File: src/tcc_pkg.sv
/*
  tcc_pkg: register map, field layout, clock source codes and bus carriers
  for the timer count clock and clear control block.
  assumes a single 8-bit byte address space on an Avalon-MM slave port.
*/
package tcc_pkg;

  localparam int NCH = 6;

  // register byte addresses
  localparam logic [7:0] REG_CTRL_BASE = 8'h00;
  localparam logic [7:0] REG_MODE_BASE = 8'h18;
  localparam logic [7:0] REG_SYNC      = 8'h30;
  localparam logic [7:0] REG_START     = 8'h34;
  localparam logic [7:0] REG_CNT_BASE  = 8'h40;
  localparam logic [7:0] REG_STRIDE    = 8'h04;

  // counter control register fields
  localparam int CLR_HI  = 7;
  localparam int CLR_LO  = 5;
  localparam int EDGE_HI = 4;
  localparam int EDGE_LO = 3;
  localparam int PSC_HI  = 2;
  localparam int PSC_LO  = 0;
  localparam int NARROW_TOP = 7;

  // mode register fields
  localparam int MODE_BFA = 4;
  localparam int MODE_BFB = 5;
  localparam logic [1:0] MODE_RSV_HI  = 2'h3;
  localparam logic [1:0] MODE_PHASE_HI = 2'h1;
  localparam logic [7:0] CTRL_RST = 8'h00;

  // clear select codes; narrow channels read as these with bit 2 zero
  localparam logic [2:0] CLR_A    = 3'h1;
  localparam logic [2:0] CLR_B    = 3'h2;
  localparam logic [2:0] CLR_SYNC = 3'h3;
  localparam logic [2:0] CLR_C    = 3'h5;
  localparam logic [2:0] CLR_D    = 3'h6;
  localparam logic [2:0] CLR_SYN2 = 3'h7;

  // edge select codes
  localparam logic [1:0] EDGE_RISE = 2'h0;
  localparam logic [1:0] EDGE_FALL = 2'h1;

  // divider bit whose toggling forms each internal clock
  localparam int DIV_W    = 12;
  localparam int DB_P4    = 1;
  localparam int DB_P16   = 3;
  localparam int DB_P64   = 5;
  localparam int DB_P256  = 7;
  localparam int DB_P1024 = 9;
  localparam int DB_P4096 = 11;

  typedef enum logic [3:0] {
    SRC_P1, SRC_P4, SRC_P16, SRC_P64, SRC_P256, SRC_P1024, SRC_P4096,
    SRC_EXTA, SRC_EXTB, SRC_EXTC, SRC_EXTD, SRC_CASC
  } tcc_src_t;

  typedef struct packed {
    logic        read;
    logic        write;
    logic [7:0]  address;
    logic [31:0] writedata;
    logic [3:0]  byteenable;
  } tcc_avm_req_t;

  typedef struct packed {
    logic [31:0] readdata;
    logic        waitrequest;
  } tcc_avm_rsp_t;

  function automatic logic tcc_wide(input int ch);
    return (ch == 0) || (ch == 3);
  endfunction

  // per-channel decode of the prescale select field
  function automatic tcc_src_t tcc_src(input int ch, input logic [2:0] psc);
    tcc_src_t r;
    r = SRC_P1;
    case (psc)
      3'h0: r = SRC_P1;
      3'h1: r = SRC_P4;
      3'h2: r = SRC_P16;
      3'h3: r = SRC_P64;
      3'h4: r = SRC_EXTA;
      3'h5: r = (ch == 3) ? SRC_P1024 : ((ch == 4 || ch == 5) ? SRC_EXTC : SRC_EXTB);
      3'h6: begin
        if (ch == 0 || ch == 2) r = SRC_EXTC;
        else if (ch == 4) r = SRC_P1024;
        else r = SRC_P256;
      end
      default: begin
        if (ch == 0 || ch == 5) r = SRC_EXTD;
        else if (ch == 2) r = SRC_P1024;
        else if (ch == 3) r = SRC_P4096;
        else r = SRC_CASC;
      end
    endcase
    return r;
  endfunction

  function automatic int tcc_div_bit(input tcc_src_t s);
    int b;
    b = DB_P4;
    case (s)
      SRC_P16:   b = DB_P16;
      SRC_P64:   b = DB_P64;
      SRC_P256:  b = DB_P256;
      SRC_P1024: b = DB_P1024;
      SRC_P4096: b = DB_P4096;
      default:   b = DB_P4;
    endcase
    return b;
  endfunction

endpackage

File: src/tcc_top.sv
/*
  tcc_top: six-channel counter control with clear source select, counting
  edge select and count clock select, plus the channel counters themselves.
  assumes compare/capture events arrive as same-clock pulses and that an
  outside phase decoder supplies step and direction in phase counting modes.
*/
// The address map and the Avalon-MM interface to the registers are this design's own decisions.
`timescale 1ns/1ps
module tcc_top #(
  parameter int CNT_W = 16
) (
  // clock and reset
  input  wire logic                  i_core_clk,
  input  wire logic                  i_resetn,
  // register bus
  input  wire tcc_pkg::tcc_avm_req_t i_avm,
  output var  tcc_pkg::tcc_avm_rsp_t o_avm,
  // external clock pins a to d
  input  wire logic [3:0]            i_ext_clock_pin,
  // compare/capture events per channel, bits a,b,c,d
  input  wire logic [5:0][3:0]       i_match_evt,
  // phase decoder step and direction per channel
  input  wire logic [5:0]            i_phase_step,
  input  wire logic [5:0]            i_phase_up,
  // counter wrap pulses
  output var  logic [5:0]            o_overflow,
  output var  logic [5:0]            o_underflow
);
  import tcc_pkg::*;

  if (CNT_W < 2 || CNT_W > 32) begin : g_chk
    $error("tcc_top: CNT_W must be 2 to 32");
  end

  typedef struct packed {
    logic [NCH-1:0][7:0]       ctrl;
    logic [NCH-1:0][5:0]       mode;
    logic [NCH-1:0]            sync;
    logic [NCH-1:0]            start;
    logic [DIV_W-1:0]          div;
    logic [3:0]                pin_s1;
    logic [3:0]                pin_s2;
    logic [3:0]                pin_prev;
    logic [NCH-1:0]            pend;
    logic [NCH-1:0][CNT_W-1:0] cnt;
    logic [NCH-1:0]            ovf;
    logic [NCH-1:0]            udf;
    tcc_avm_rsp_t              rsp;
  } tcc_st_t;

  localparam tcc_st_t ST_RST = '{rsp: '{readdata: 32'h0, waitrequest: 1'b1}, default: '0};

  tcc_st_t s_q;
  tcc_st_t s_d;

  always_comb begin
    tcc_src_t               src;
    logic                   r;
    logic                   f;
    logic                   tick;
    logic                   up;
    logic                   clr_evt;
    logic                   any_sync;
    logic [2:0]             clr;
    logic [1:0]             edg;
    logic [3:0]             m;
    logic [3:0]             pin_r;
    logic [3:0]             pin_f;
    logic [DIV_W-1:0]       mask;
    logic [NCH-1:0]         own_clr;
    logic [31:0]            rd;
    int                     b;
    src      = SRC_P1;
    r        = 1'b0;
    f        = 1'b0;
    tick     = 1'b0;
    up       = 1'b1;
    clr_evt  = 1'b0;
    any_sync = 1'b0;
    clr      = 3'h0;
    edg      = 2'h0;
    m        = 4'h0;
    pin_r    = 4'h0;
    pin_f    = 4'h0;
    mask     = '0;
    own_clr  = '0;
    rd       = 32'h0;
    b        = 0;
    s_d      = s_q;

    // two flops before the edge detector; the first is read only by the second
    s_d.pin_s1   = i_ext_clock_pin;
    s_d.pin_s2   = s_q.pin_s1;
    s_d.pin_prev = s_q.pin_s2;
    pin_r        = s_q.pin_s2 & ~s_q.pin_prev;
    pin_f        = ~s_q.pin_s2 & s_q.pin_prev;
    s_d.div      = s_q.div + 12'h001;

    // own clear sources; buffer registers raise no event
    for (int ch = 0; ch < NCH; ch++) begin
      m = i_match_evt[ch];
      if (tcc_wide(ch)) begin
        m[2] = m[2] & ~s_q.mode[ch][MODE_BFA];
        m[3] = m[3] & ~s_q.mode[ch][MODE_BFB];
      end else begin
        m[3:2] = 2'h0;
      end
      clr = s_q.ctrl[ch][CLR_HI:CLR_LO];
      // narrow channels hold bit 7 at zero, so their codes share this decode
      own_clr[ch] = (clr == CLR_A && m[0]) || (clr == CLR_B && m[1]) ||
                    (clr == CLR_C && m[2]) || (clr == CLR_D && m[3]);
    end
    any_sync = |(own_clr & s_q.sync);

    for (int ch = 0; ch < NCH; ch++) begin
      clr     = s_q.ctrl[ch][CLR_HI:CLR_LO];
      clr_evt = own_clr[ch] ||
                ((clr == CLR_SYNC || clr == CLR_SYN2) && s_q.sync[ch] && any_sync);
      src     = tcc_src(ch, s_q.ctrl[ch][PSC_HI:PSC_LO]);
      edg     = s_q.ctrl[ch][EDGE_HI:EDGE_LO];
      up      = 1'b1;
      r       = 1'b0;
      f       = 1'b0;
      case (src)
        SRC_EXTA: begin r = pin_r[0]; f = pin_f[0]; end
        SRC_EXTB: begin r = pin_r[1]; f = pin_f[1]; end
        SRC_EXTC: begin r = pin_r[2]; f = pin_f[2]; end
        SRC_EXTD: begin r = pin_r[3]; f = pin_f[3]; end
        default: begin
          b    = tcc_div_bit(src);
          mask = DIV_W'((1 << b) - 1);
          r    = ((s_q.div & mask) == mask) && !s_q.div[b];
          f    = ((s_q.div & mask) == mask) && s_q.div[b];
        end
      endcase
      if (edg == EDGE_RISE) tick = r;
      else if (edg == EDGE_FALL) tick = f;
      else tick = r | f;
      // the undivided clock and the cascade input take no edge choice
      if (src == SRC_P1) tick = 1'b1;
      if (src == SRC_CASC) begin
        tick = (ch == 1) ? (s_q.ovf[2] | s_q.udf[2]) : (s_q.ovf[5] | s_q.udf[5]);
      end
      if (!tcc_wide(ch) && s_q.mode[ch][3:2] == MODE_PHASE_HI) begin
        tick = i_phase_step[ch];
        up   = i_phase_up[ch];
      end

      s_d.ovf[ch] = 1'b0;
      s_d.udf[ch] = 1'b0;
      // a clear waits for the next count opportunity and replaces that step
      if (s_q.start[ch] && tick) begin
        s_d.pend[ch] = 1'b0;
        if (s_q.pend[ch] || clr_evt) begin
          s_d.cnt[ch] = '0;
        end else if (up) begin
          s_d.cnt[ch] = s_q.cnt[ch] + 1'b1;
          s_d.ovf[ch] = &s_q.cnt[ch];
        end else begin
          s_d.cnt[ch] = s_q.cnt[ch] - 1'b1;
          s_d.udf[ch] = ~|s_q.cnt[ch];
        end
      end else begin
        s_d.pend[ch] = s_q.pend[ch] | clr_evt;
      end
    end

    // read decode
    for (int ch = 0; ch < NCH; ch++) begin
      if (i_avm.address == 8'(REG_CTRL_BASE + REG_STRIDE * ch)) begin
        rd = {24'h0, s_q.ctrl[ch]};
      end else if (i_avm.address == 8'(REG_MODE_BASE + REG_STRIDE * ch)) begin
        rd = {24'h0, MODE_RSV_HI, s_q.mode[ch]};
      end else if (i_avm.address == 8'(REG_CNT_BASE + REG_STRIDE * ch)) begin
        rd = 32'(s_q.cnt[ch]);
      end
    end
    if (i_avm.address == REG_SYNC) begin
      rd = {26'h0, s_q.sync};
    end else if (i_avm.address == REG_START) begin
      rd = {26'h0, s_q.start};
    end

    // one wait cycle; write lands at the edge where waitrequest is seen low
    if (s_q.rsp.waitrequest) begin
      if (i_avm.read || i_avm.write) begin
        s_d.rsp.waitrequest = 1'b0;
        s_d.rsp.readdata    = rd;
      end
    end else begin
      s_d.rsp.waitrequest = 1'b1;
      if (i_avm.write && i_avm.byteenable[0]) begin
        // settings are taken as written, except that narrow channels zero ctrl bit 7 and the mode buffer bits; changing them mid-count is software's hazard
        for (int ch = 0; ch < NCH; ch++) begin
          if (i_avm.address == 8'(REG_CTRL_BASE + REG_STRIDE * ch)) begin
            s_d.ctrl[ch] = i_avm.writedata[7:0];
            if (!tcc_wide(ch)) s_d.ctrl[ch][NARROW_TOP] = 1'b0;
          end else if (i_avm.address == 8'(REG_MODE_BASE + REG_STRIDE * ch)) begin
            s_d.mode[ch] = i_avm.writedata[5:0];
            if (!tcc_wide(ch)) s_d.mode[ch][MODE_BFB:MODE_BFA] = 2'h0;
          end
        end
        if (i_avm.address == REG_SYNC) begin
          s_d.sync = i_avm.writedata[NCH-1:0];
        end else if (i_avm.address == REG_START) begin
          s_d.start = i_avm.writedata[NCH-1:0];
        end
      end
    end
  end

  always_ff @(posedge i_core_clk or negedge i_resetn) begin
    if (!i_resetn) begin
      s_q <= ST_RST;
    end else begin
      s_q <= s_d;
    end
  end

  assign o_avm       = s_q.rsp;
  assign o_overflow  = s_q.ovf;
  assign o_underflow = s_q.udf;

endmodule // tcc_top

File: config.mk
export PLATFORM = sky130hd
export DESIGN_NAME = tcc_top
export DESIGN_NICKNAME = d
export VERILOG_FILES = /design/src/tcc_pkg.sv /design/src/tcc_top.sv
export SDC_FILE = /design/constraint.sdc
export NUM_CORES = 1
export LEC_CHECK = 0
export CORE_ASPECT_RATIO = 0.5
export CORE_MARGIN = 1.5
export CORE_UTILIZATION = 30
export CTS_CLUSTER_SIZE = 8
export DETAILED_ROUTE_END_ITERATION = 12
export DONT_BUFFER_PORTS = 1
export GPL_TIMING_DRIVEN = 0
export MAX_ROUTING_LAYER = met4
export PLACE_DENSITY_LB_ADDON = 0.2
export SLEW_MARGIN = 20
export SYNTH_ARGS = -nofsm -noshare
export SYNTH_HDL_FRONTEND = slang
export SYNTH_SLANG_ARGS = --single-unit
File: constraint.sdc
create_clock -name i_core_clk -period 5.2 [get_ports i_core_clk]
set_input_delay 0.52 -clock i_core_clk [delete_from_list [all_inputs] [get_ports i_core_clk]]
set_output_delay 0.52 -clock i_core_clk [all_outputs]
set_load 0.01 [all_outputs]
==> results.tsv, run 1 <==
metric	value	unit
status	complete, but fails checks	
violated checks	negative hold slack	
Port Buf Inserts	0	
Cell variety after synth	82	
FF-to-FF End	s_q[75]$_DFFE_PN0P_	
post_cts resized	0	
initial core utilization	0.306	
Worst R2R Path Depth	12	
gr usage total	0.201	
Seq pwr share	0.443	
Crit-path slowest cell	inv_1	
max_cap viols	0	
top cells by area, synth	dfrtp_1 38%, mux2_2 6.4%, ha_1 5.2%, nand2_1 3.9%, o21ai_0 3.2%	
Final Cycle Share	0.804	
Avg WL per Cell	21.2	µm
Synth Cell Area	0.0155	mm²
Worst-Margin Slew	1.11	ns
element type at the critical path start	flop	
startpoint of the worst register-to-register path	s_q[192]$_DFFE_PN0P_	
Min Hold Slack	-0.275	ns
routed vias	13095	
Setup crit end	s_q[75]$_DFFE_PN0P_	
Die Ht	164	µm
Skew-Pair Late Insertion Delay	0.52	ns
Final min period	4.18	ns
cell row count	58	
cell area power density	262	mW/mm²
Critical Path End Type	flop	
CP Max Fanout	18	
cell taking the most area after synthesis	dfrtp_1	
Finished Cell Area	0.0174	mm²
Vias/cell	5.41	
Leak	7.63	nW
final hold violation count	236	
Fillers	5223	
Psw	1.21	mW
vias in the first global route	12519	
internal power	3.36	mW
max-slew headroom at the worst pin	0.242	
Remaining DRCs	0	
initial antenna violation count	3	
count of pins over their slew limit	0	
Reg2Reg Setup Slack	1.02	ns
area post-placement	0.0165	mm²
Yosys warnings	0	
CTS buffer count	35	
CTS tree	yes	
Post-Syn Instances	1663	
Iteration-0 DRC Markers	1194	
Seq/Total Area, Yosys	0.384	
Yosys reg bits	237	
Worst-path clk slew	0.05	ns
H-tree Lvls	2	
Clock Path Buffers	3	
Final ANT Viol Nets	0	
GPL Wtd Cong	0.995	
dpl hpwl	37800	µm
Switching Share	0.264	
Post-synth EDFFs	0	
largest net degree at the start of global routing	238	
Top-Level Pins	133	
Crit Path Category	reg -> reg	
Layout area overhead	12.8	%
total iterations of the first detailed-routing run	5	
share of cells above drive strength 1	0.130	
Peak supply drop	0.193	mV
most common library cells after synthesis	236 x dfrtp_1, 159 x nand2_1, 114 x nor2_1, 99 x o21ai_0, 88 x mux2_2	
RSZ-0062 raised after global routing	false	
# nets final	1876	
skew final	0.0258	ns
Post-CTS Setup Inserts	0	
Mapped Avg Cell Area	9.30	µm²
Die X	324	µm
cell mode on critical path	o21ai_0	
Synth top area share	0.382	
CP Launch Point	s_q[192]$_DFFE_PN0P_	
Detailed Route WL	51300	µm
global-route wire length before repair	78600	µm
Root Driver	clkbuf_16	
Clk pwr share	0.462	
share of total power in combinational logic	0.095	
worst hold path class	in -> async	
Fin Setup TNS	0	ns
Async SR Flop Fraction	1.00	
fmax	239	MHz
core area	0.0506	mm²
Worst Path Arrival	4.60	ns
die area	0.0530	mm²
Final Setup Violations	0	
most numerous cell in the Yosys netlist	dfrtp_1	
WP data required	5.62	ns
dominant synthesized flop cell	dfrtp_1	
grt ovf	0	
clk sink count	237	
critical path cell sequence	nand2b_1, or2_2, inv_1, ha_1, a211oi_1, nor2_1, o41ai_1, o21ai_0, o41ai_1, o21ai_0, xnor2_1, o21ai_0	
crit-path max cell delay	0.48	ns
[routing by layer]
layer  routed length (µm)  GRT usage  vias to the layer above
met3                 3250     0.0448                       72
met1                23900      0.269                     6442
met5                    0          -                        -
li1                     -          -                     6267
met2                22800      0.301                      314
met4                 1230     0.0582                        0
[critical path: cells and delay by family (launching register included)]
kind | cells | cell delay, ns
xor gates and xnor gates | 1 | 0.16
buffers and inverters | 1 | 0.48
AOI/OAI and AO/OA | 6 | 1.79
DFF | 1 | 0.39
adders and majority gates | 1 | 0.40
and+or+nand+nor | 3 | 0.87
[stage by stage]
stage / util / setup slack, ns / std cells / hold slack, ns / power, mW
2_1_floorplan: - / 1.70 / 1680 / 0.224 / 2.33
3_3_place_gp: 0.324 / 0.583 / 2370 / 0.244 / 2.48
3_5_place_dp: 0.325 / 1.01 / 2373 / 0.247 / 2.48
4_1_cts: 0.344 / 0.993 / 2418 / -0.307 / 4.62
5_1_grt: 0.345 / 0.523 / 2422 / -0.302 / 4.76
6_report: 0.345 / 1.02 / 2422 / -0.275 / 4.57
[layout by cell type (no fill, tap or decap), drive strengths merged, types with 32 or more instances in the layout]
cell	instances
a21oi	56
xnor2	47
o21ai	102
buf	64
nor2	114
ha	64
a22oi	34
nand2	159
clkbuf	102
inv	40
mux2	88
nand3	56
xor2	32
nor4	36
dfrtp	236
[worst min path at each step]
stage	slack, ns	startpoint	endpoint
after floorplan	0.22	i_resetn	o_avm[10]$_DFFE_PN0P_
after global placement	0.24	i_resetn	s_q[88]$_DFFE_PN0P_
after detailed placement	0.25	i_resetn	s_q[88]$_DFFE_PN0P_
after CTS	-0.31	i_resetn	s_q[190]$_DFFE_PN0P_
after global routing	-0.30	i_resetn	s_d[154]$_DFF_PN0_
final	-0.28	i_resetn	s_q[87]$_DFFE_PN0P_
[power groups by stage]
stage | registers [mW] | logic [mW] | clock network [mW]
6_report | 2.03 | 0.433 | 2.11
5_1_grt | 2.03 | 0.483 | 2.24
4_1_cts | 2.02 | 0.430 | 2.17
3_5_place_dp | 2.05 | 0.427 | 0
3_3_place_gp | 2.05 | 0.423 | 0
2_1_floorplan | 2.01 | 0.317 | 0
[area by class of cell]
type | instances | area (µm²) | share of cell area
flip-flops and latches | 237 | 5930 | 0.340
well taps | 690 | 863 | 0.0495
repair buffers | 3 | 31.3 | 0.00179
multi-input cells | 1285 | 8850 | 0.508
clock buffers | 45 | 966 | 0.0554
inverters | 40 | 150 | 0.00861
plain buffers | 118 | 628 | 0.0360
diodes | 4 | 10.0 | 0.000574
[flip-flops by register name, summed over array words and instances, names as in the netlist]
name	flops
o_avm	17
s_q	202
s_d	8
o_overflow	6
o_underflow	4
[logic make-up (layout without fill, tap and decap cells)]
kind of cell             after synthesis  count (layout)  synth area share
flip-flops                           237             237             0.384
AND/OR/NAND/NOR                      590             590             0.196
AO/OA/AOI/OAI                        429             429             0.191
XOR/XNOR                              79              79            0.0447
adder cells (fa/ha/maj)               68              68            0.0570
other                                  1              22          0.000243
buffers and inverters                158             206            0.0503
multiplexers                         101             101            0.0765
Note: power is estimated with default switching activity, not from simulation.
==> inputs of run 2 (changes only) <==
Clock period 5.2 ns to 3.7 ns, I/O delays scaled along.
==> results.tsv, run 2 (synthesis gave the netlist of run 1 again) <==
metric	value	unit	change
status	complete, but fails checks		
violated checks	negative hold slack		
routed vias	13283		+1.4%
Remaining DRCs	0		unchanged
gr usage total	0.202		+0.00167
element type at the critical path start	flop		
wire length on met1	24000	µm	+0.33%
Final Cycle Share	0.946		+0.143
met3 wire len	3260	µm	+0.18%
cell row count	58		unchanged
Final min period	3.50	ns	-0.677 ns
Root Driver	clkbuf_16		
total iterations of the first detailed-routing run	7		+2
Leak	7.73	nW	+1.3%
commonest non-fill, non-tap cell in the layout	dfrtp_1		
Largest Register	s_q		
FF-to-FF End	o_overflow[4]$_DFF_PN0_		
global-route wire length before repair	79300	µm	+0.83%
Final Power	6.44	mW	+41%
number of flip-flops in the largest register	202		unchanged
clk sink count	237		unchanged
core area	0.0506	mm²	unchanged
Skew-Pair Late Insertion Delay	0.52	ns	about the same
H-tree Lvls	2		unchanged
Die Ht	164	µm	unchanged
GPL Wtd Cong	0.995		unchanged
Critical Path End Type	flop		
worst hold path class	in -> async		
max-slew headroom at the worst pin	0.301		+0.0591
Worst Path Arrival	3.87	ns	-0.73 ns
count of pins over their slew limit	0		unchanged
CTS tree	yes		
initial core utilization	0.306		unchanged
Reg2Reg Setup Slack	0.20	ns	-0.82 ns
fmax	286	MHz	+19%
cell area power density	365	mW/mm²	+39%
Vias/cell	5.45		+0.77%
post-route setup slack	0.198	ns	-0.823 ns
Layout area overhead	14.1	%	
initial antenna violation count	3		unchanged
skew final	0.0236	ns	-0.00215 ns
Placed Cells	2373		unchanged
dpl hpwl	37800	µm	unchanged
max_cap viols	0		unchanged
most frequent cells in the layout	236 x dfrtp_1, 159 x nand2_1, 111 x nor2_1		
Die X	324	µm	unchanged
dpl ws	-0.492	ns	-1.50 ns
die area	0.0530	mm²	unchanged
Clock Path Buffers	3		unchanged
Min Hold Slack	-0.425	ns	-0.150 ns
Iteration-0 DRC Markers	1030		-14%
WP data required	4.07	ns	-1.55 ns
largest net degree at the start of global routing	238		unchanged
Avg WL per Cell	21.2	µm	+0.34%
grt ovf	0		unchanged
met2 wire len	23200	µm	+1.6%
Worst R2R Path Depth	12		unchanged
Port Buf Inserts	0		unchanged
vias in the first global route	12634		+0.92%
Worst-path clk slew	0.05	ns	about the same
uppermost layer routed	met4		
Fin Setup TNS	0	ns	unchanged
Worst-Margin Slew	1.03	ns	-0.0745 ns
Final ANT Viol Nets	0		unchanged
Final Setup Violations	0		unchanged
Top-Level Pins	133		unchanged
final hold violation count	236		unchanged
# nets final	1892		+0.85%
Hold-fix buffers, CTS	11		
RSZ-0062 raised after global routing	true		
final cell count without fillers	2438		+0.66%
Crit Path Category	reg -> reg		
CP Max Fanout	10		-8
Peak supply drop	0.272	mV	+41%
Detailed Route WL	51800	µm	+1.0%
share of cells above drive strength 1	0.137		+0.00741
CTS buffer count	35		unchanged
startpoint of the worst register-to-register path	s_q[252]$_DFFE_PN0P_		
## run 2: cell types whose count changed in the layout (fill, tap and decap cells not counted), moves of 2 or more
cell / delta
dlygate4sd3_1: +11
buf_4: +5
o41ai_1: -2
o41ai_2: +2
clkbuf_2: +4
clkbuf_1: -4
## run 2: power breakdown
part	total [mW]	switching (mW)	leakage, nW	internal [mW]
sequential	2.85	0.145	3.12	2.70
clock	2.97	1.18	0.471	1.79
combinational	0.624	0.384	4.13	0.240
total	6.44	1.70	7.73	4.74
## run 2: metal layers
layer,global-route usage,vias up
met5,-,-
met4,0.0601,0
met3,0.0450,79
met2,0.305,371
met1,0.271,6535
li1,-,6298
## run 2: worst max-delay path by stage
stage               depth (start not counted)                 start                      end
finish                                     12  s_q[252]$_DFFE_PN0P_  o_overflow[4]$_DFF_PN0_
global route                               13  s_q[252]$_DFFE_PN0P_     s_q[109]$_DFFE_PN0P_
CTS                                        11  s_q[216]$_DFFE_PN0P_     s_q[139]$_DFFE_PN0P_
detailed placement                         12  s_q[192]$_DFFE_PN0P_      s_q[75]$_DFFE_PN0P_
global placement                           11  s_q[198]$_DFFE_PN0P_      s_q[91]$_DFFE_PN0P_
floorplan                                  11  s_q[198]$_DFFE_PN0P_      s_q[91]$_DFFE_PN0P_
## run 2: cell type report
type | instances | area, µm²
plain buffers | 118 | 633
well taps | 690 | 863
clock buffers | 45 | 966
fillers | 5216 | 32900
flip-flops and latches | 237 | 5930
multi-input cells | 1285 | 8910
repair buffers | 19 | 179
diodes | 4 | 10.0
inverters | 40 | 154
## run 2: worst max-delay path: stages, from the launching register on
cell      delay, ns
dfrtp_1        0.31
clkbuf_1       0.36
nor2b_1        0.37
nand2b_1       0.10
ha_1           0.27
o21ai_0        0.08
a211oi_1       0.20
o211ai_1       0.15
a21o_1         0.17
a221oi_1       0.32
a31o_2         0.34
nand2_1        0.19
nor4_1         0.48
## run 2: through the flow
step,instance area [µm²],utilization,hold WS [ns]
final,17600,0.349,-0.425
after global placement,16400,0.324,0.0942
after detailed placement,16500,0.325,0.0972
after global routing,17600,0.349,-0.452
after floorplan,15500,-,0.0744
after CTS,17600,0.347,-0.457
## run 2: timing repair
action | in CTS | in global routing
pin swaps | 0 | 1
gates resized for setup | 5 | 13
endpoints found under the setup margin | 13 | 36
buffers inserted | 2 | 3
hold endpoints to repair | 262 | 237
==> inputs of run 3 (changes only) <==
Settings changed: BUFFER_PORTS_ARGS from default to -buffer_cell sky130_fd_sc_hd__buf_2, DONT_BUFFER_PORTS 1 to default.
==> results.tsv, run 3 (synthesis gave the netlist of run 1 again) <==
metric	value	unit	change
status	completed		
Remaining DRCs	0		unchanged
GPL Wtd Cong	0.949		-4.6%
initial core utilization	0.306		unchanged
Clock Path Buffers	3		unchanged
Final min period	3.46	ns	-0.0446 ns
element type at the critical path start	flop		
Vias/cell	5.38		-1.3%
dpl ws	-0.463	ns	+0.0291 ns
internal power	4.68	mW	-1.2%
# nets final	1956		+3.4%
Die X	324	µm	unchanged
max-slew headroom at the worst pin	0.194		-0.107
Crit Path Category	reg -> reg		
Critical Path End Type	flop		
Diodes inserted	0		-4
grt ovf	0		unchanged
Peak supply drop	0.249	mV	-8.7%
Fillers	5202		-0.27%
core area	0.0506	mm²	unchanged
Clk pwr share	0.449		-0.012
share of cells above drive strength 1	0.171		+0.0339
fmax	289	MHz	+1.3%
global-route wire length before repair	79200	µm	about the same
total iterations of the first detailed-routing run	5		-2
final hold violation count	0		-100%
Detailed Route WL	51100	µm	-1.2%
Worst Path Arrival	3.87	ns	about the same
Final Setup Violations	0		unchanged
Final ANT Viol Nets	0		unchanged
Iteration-0 DRC Markers	1007		-2.2%
Layout area overhead	16.0	%	
vias in the first global route	12983		+2.8%
Die Ht	164	µm	unchanged
Leak	8.02	nW	+3.8%
most frequent cells in the layout	236 x dfrtp_1, 159 x nand2_1, 111 x nor2_1		
post-route setup slack	0.243	ns	+0.0446 ns
cell area power density	359	mW/mm²	-1.5%
clk sink count	237		unchanged
Psw	1.76	mW	+3.5%
routed vias	13427		+1.1%
count of pins over their slew limit	0		unchanged
Switching Share	0.274		+0.00907
Root Driver	clkbuf_16		
initial antenna violation count	1		-2
cell row count	58		unchanged
Min Hold Slack	0.106	ns	+0.531 ns
RSZ-0062 raised after global routing	false		
skew final	0.0175	ns	-0.00613 ns
Worst-path clk slew	0.05	ns	about the same
CP Max Fanout	8		-2
H-tree Lvls	2		unchanged
Top-Level Pins	133		unchanged
worst hold path class	in -> reg		
WP data required	4.11	ns	+0.04 ns
dpl hpwl	38500	µm	+1.8%
Worst-Margin Slew	1.19	ns	+0.158 ns
largest net degree at the start of global routing	92		-61%
commonest non-fill, non-tap cell in the layout	dfrtp_1		
Seq pwr share	0.441		about the same
CTS tree	yes		
die area	0.0530	mm²	unchanged
CTS buffer count	35		unchanged
Final Cycle Share	0.934		-0.0120
share of total power in combinational logic	0.110		+0.013
number of flip-flops in the largest register	202		unchanged
Avg WL per Cell	20.5	µm	-3.6%
gr usage total	0.200		-0.00185
Skew-Pair Late Insertion Delay	0.52	ns	about the same
Largest Register	s_q		
Port Buf Inserts	70		+70
max_cap viols	0		unchanged
==> run 3: path summary, 6_finish.rpt <==
check,from,to,slack (ns),cells past startpoint
setup / recovery,s_q[210]$_DFFE_PN0P_,s_q[121]$_DFFE_PN0P_,0.24,11
hold / removal,i_avm[11],s_q[250]$_DFFE_PN0P_,0.11,2
setup reg to reg,s_q[210]$_DFFE_PN0P_,s_q[121]$_DFFE_PN0P_,0.24,11
hold reg to reg,s_d[154]$_DFF_PN0_,s_d[150]$_DFF_PN0_,0.34,0
max in group asynchronous,i_resetn,o_avm[0]$_DFF_PN1_,2.33,3
min in group asynchronous,i_resetn,s_q[86]$_DFFE_PN0P_,0.45,2
==> run 3: power by group through the flow <==
stage | clock network, mW | logic [mW] | registers, mW
6_report | 2.89 | 0.710 | 2.84
5_1_grt | 3.08 | 0.797 | 2.86
4_1_cts | 2.96 | 0.718 | 2.84
3_5_place_dp | 0 | 0.710 | 2.88
3_3_place_gp | 0 | 0.694 | 2.88
2_1_floorplan | 0 | 0.445 | 2.82
==> run 3: cell type report <==
cell class / count / area (µm²) / share of cell area
buffer: 117 / 631 / 0.0352
clock inverter: 1 / 8.76 / 0.000488
tap: 690 / 863 / 0.0481
multi-input combinational: 1285 / 8890 / 0.496
clock buffer: 44 / 920 / 0.0513
inverter: 40 / 154 / 0.00858
sequential: 237 / 5930 / 0.331
timing repair buffer: 84 / 531 / 0.0296
==> run 3: repair_timing <==
action	in CTS	in global routing
endpoints found under the setup margin	12	38
hold endpoints to repair	79	0
buffers inserted	2	0
cloned	0	0
resized for setup	4	14
hold buffers	5	0
==> run 3: metal layers <==
metal  global-route usage  part of all wire  up-vias
met5                    -                 0        -
met3               0.0414             0.057       56
met2                0.312              0.45      286
li1                     -                 -     6427
met1                0.270              0.47     6658
met4               0.0380             0.015        0
==> run 3: critical path, stage by stage (launching register included) <==
cell and delay [ns]:
dfrtp_1 0.39, nand2b_1 0.25, nor2_2 0.43, ha_1 0.38, a211oi_1 0.34, o21ai_0 0.20, a311oi_1 0.41, nor2_1 0.11
or2_2 0.28, a211oi_1 0.24, a21oi_1 0.07, a31o_2 0.25
==> run 3: metrics by stage <==
step            util  total power [mW]  instance area [µm²]  TNS [ns]  std cells
2_1_floorplan      -              3.27                15500         0       1680
3_3_place_gp   0.331              3.58                16700   -570.00       2440
3_5_place_dp   0.334              3.59                16900     -3.53       2447
4_1_cts        0.354              6.52                17900         0       2499
5_1_grt        0.355              6.73                17900         0       2498
6_report       0.355              6.44                17900         0       2498
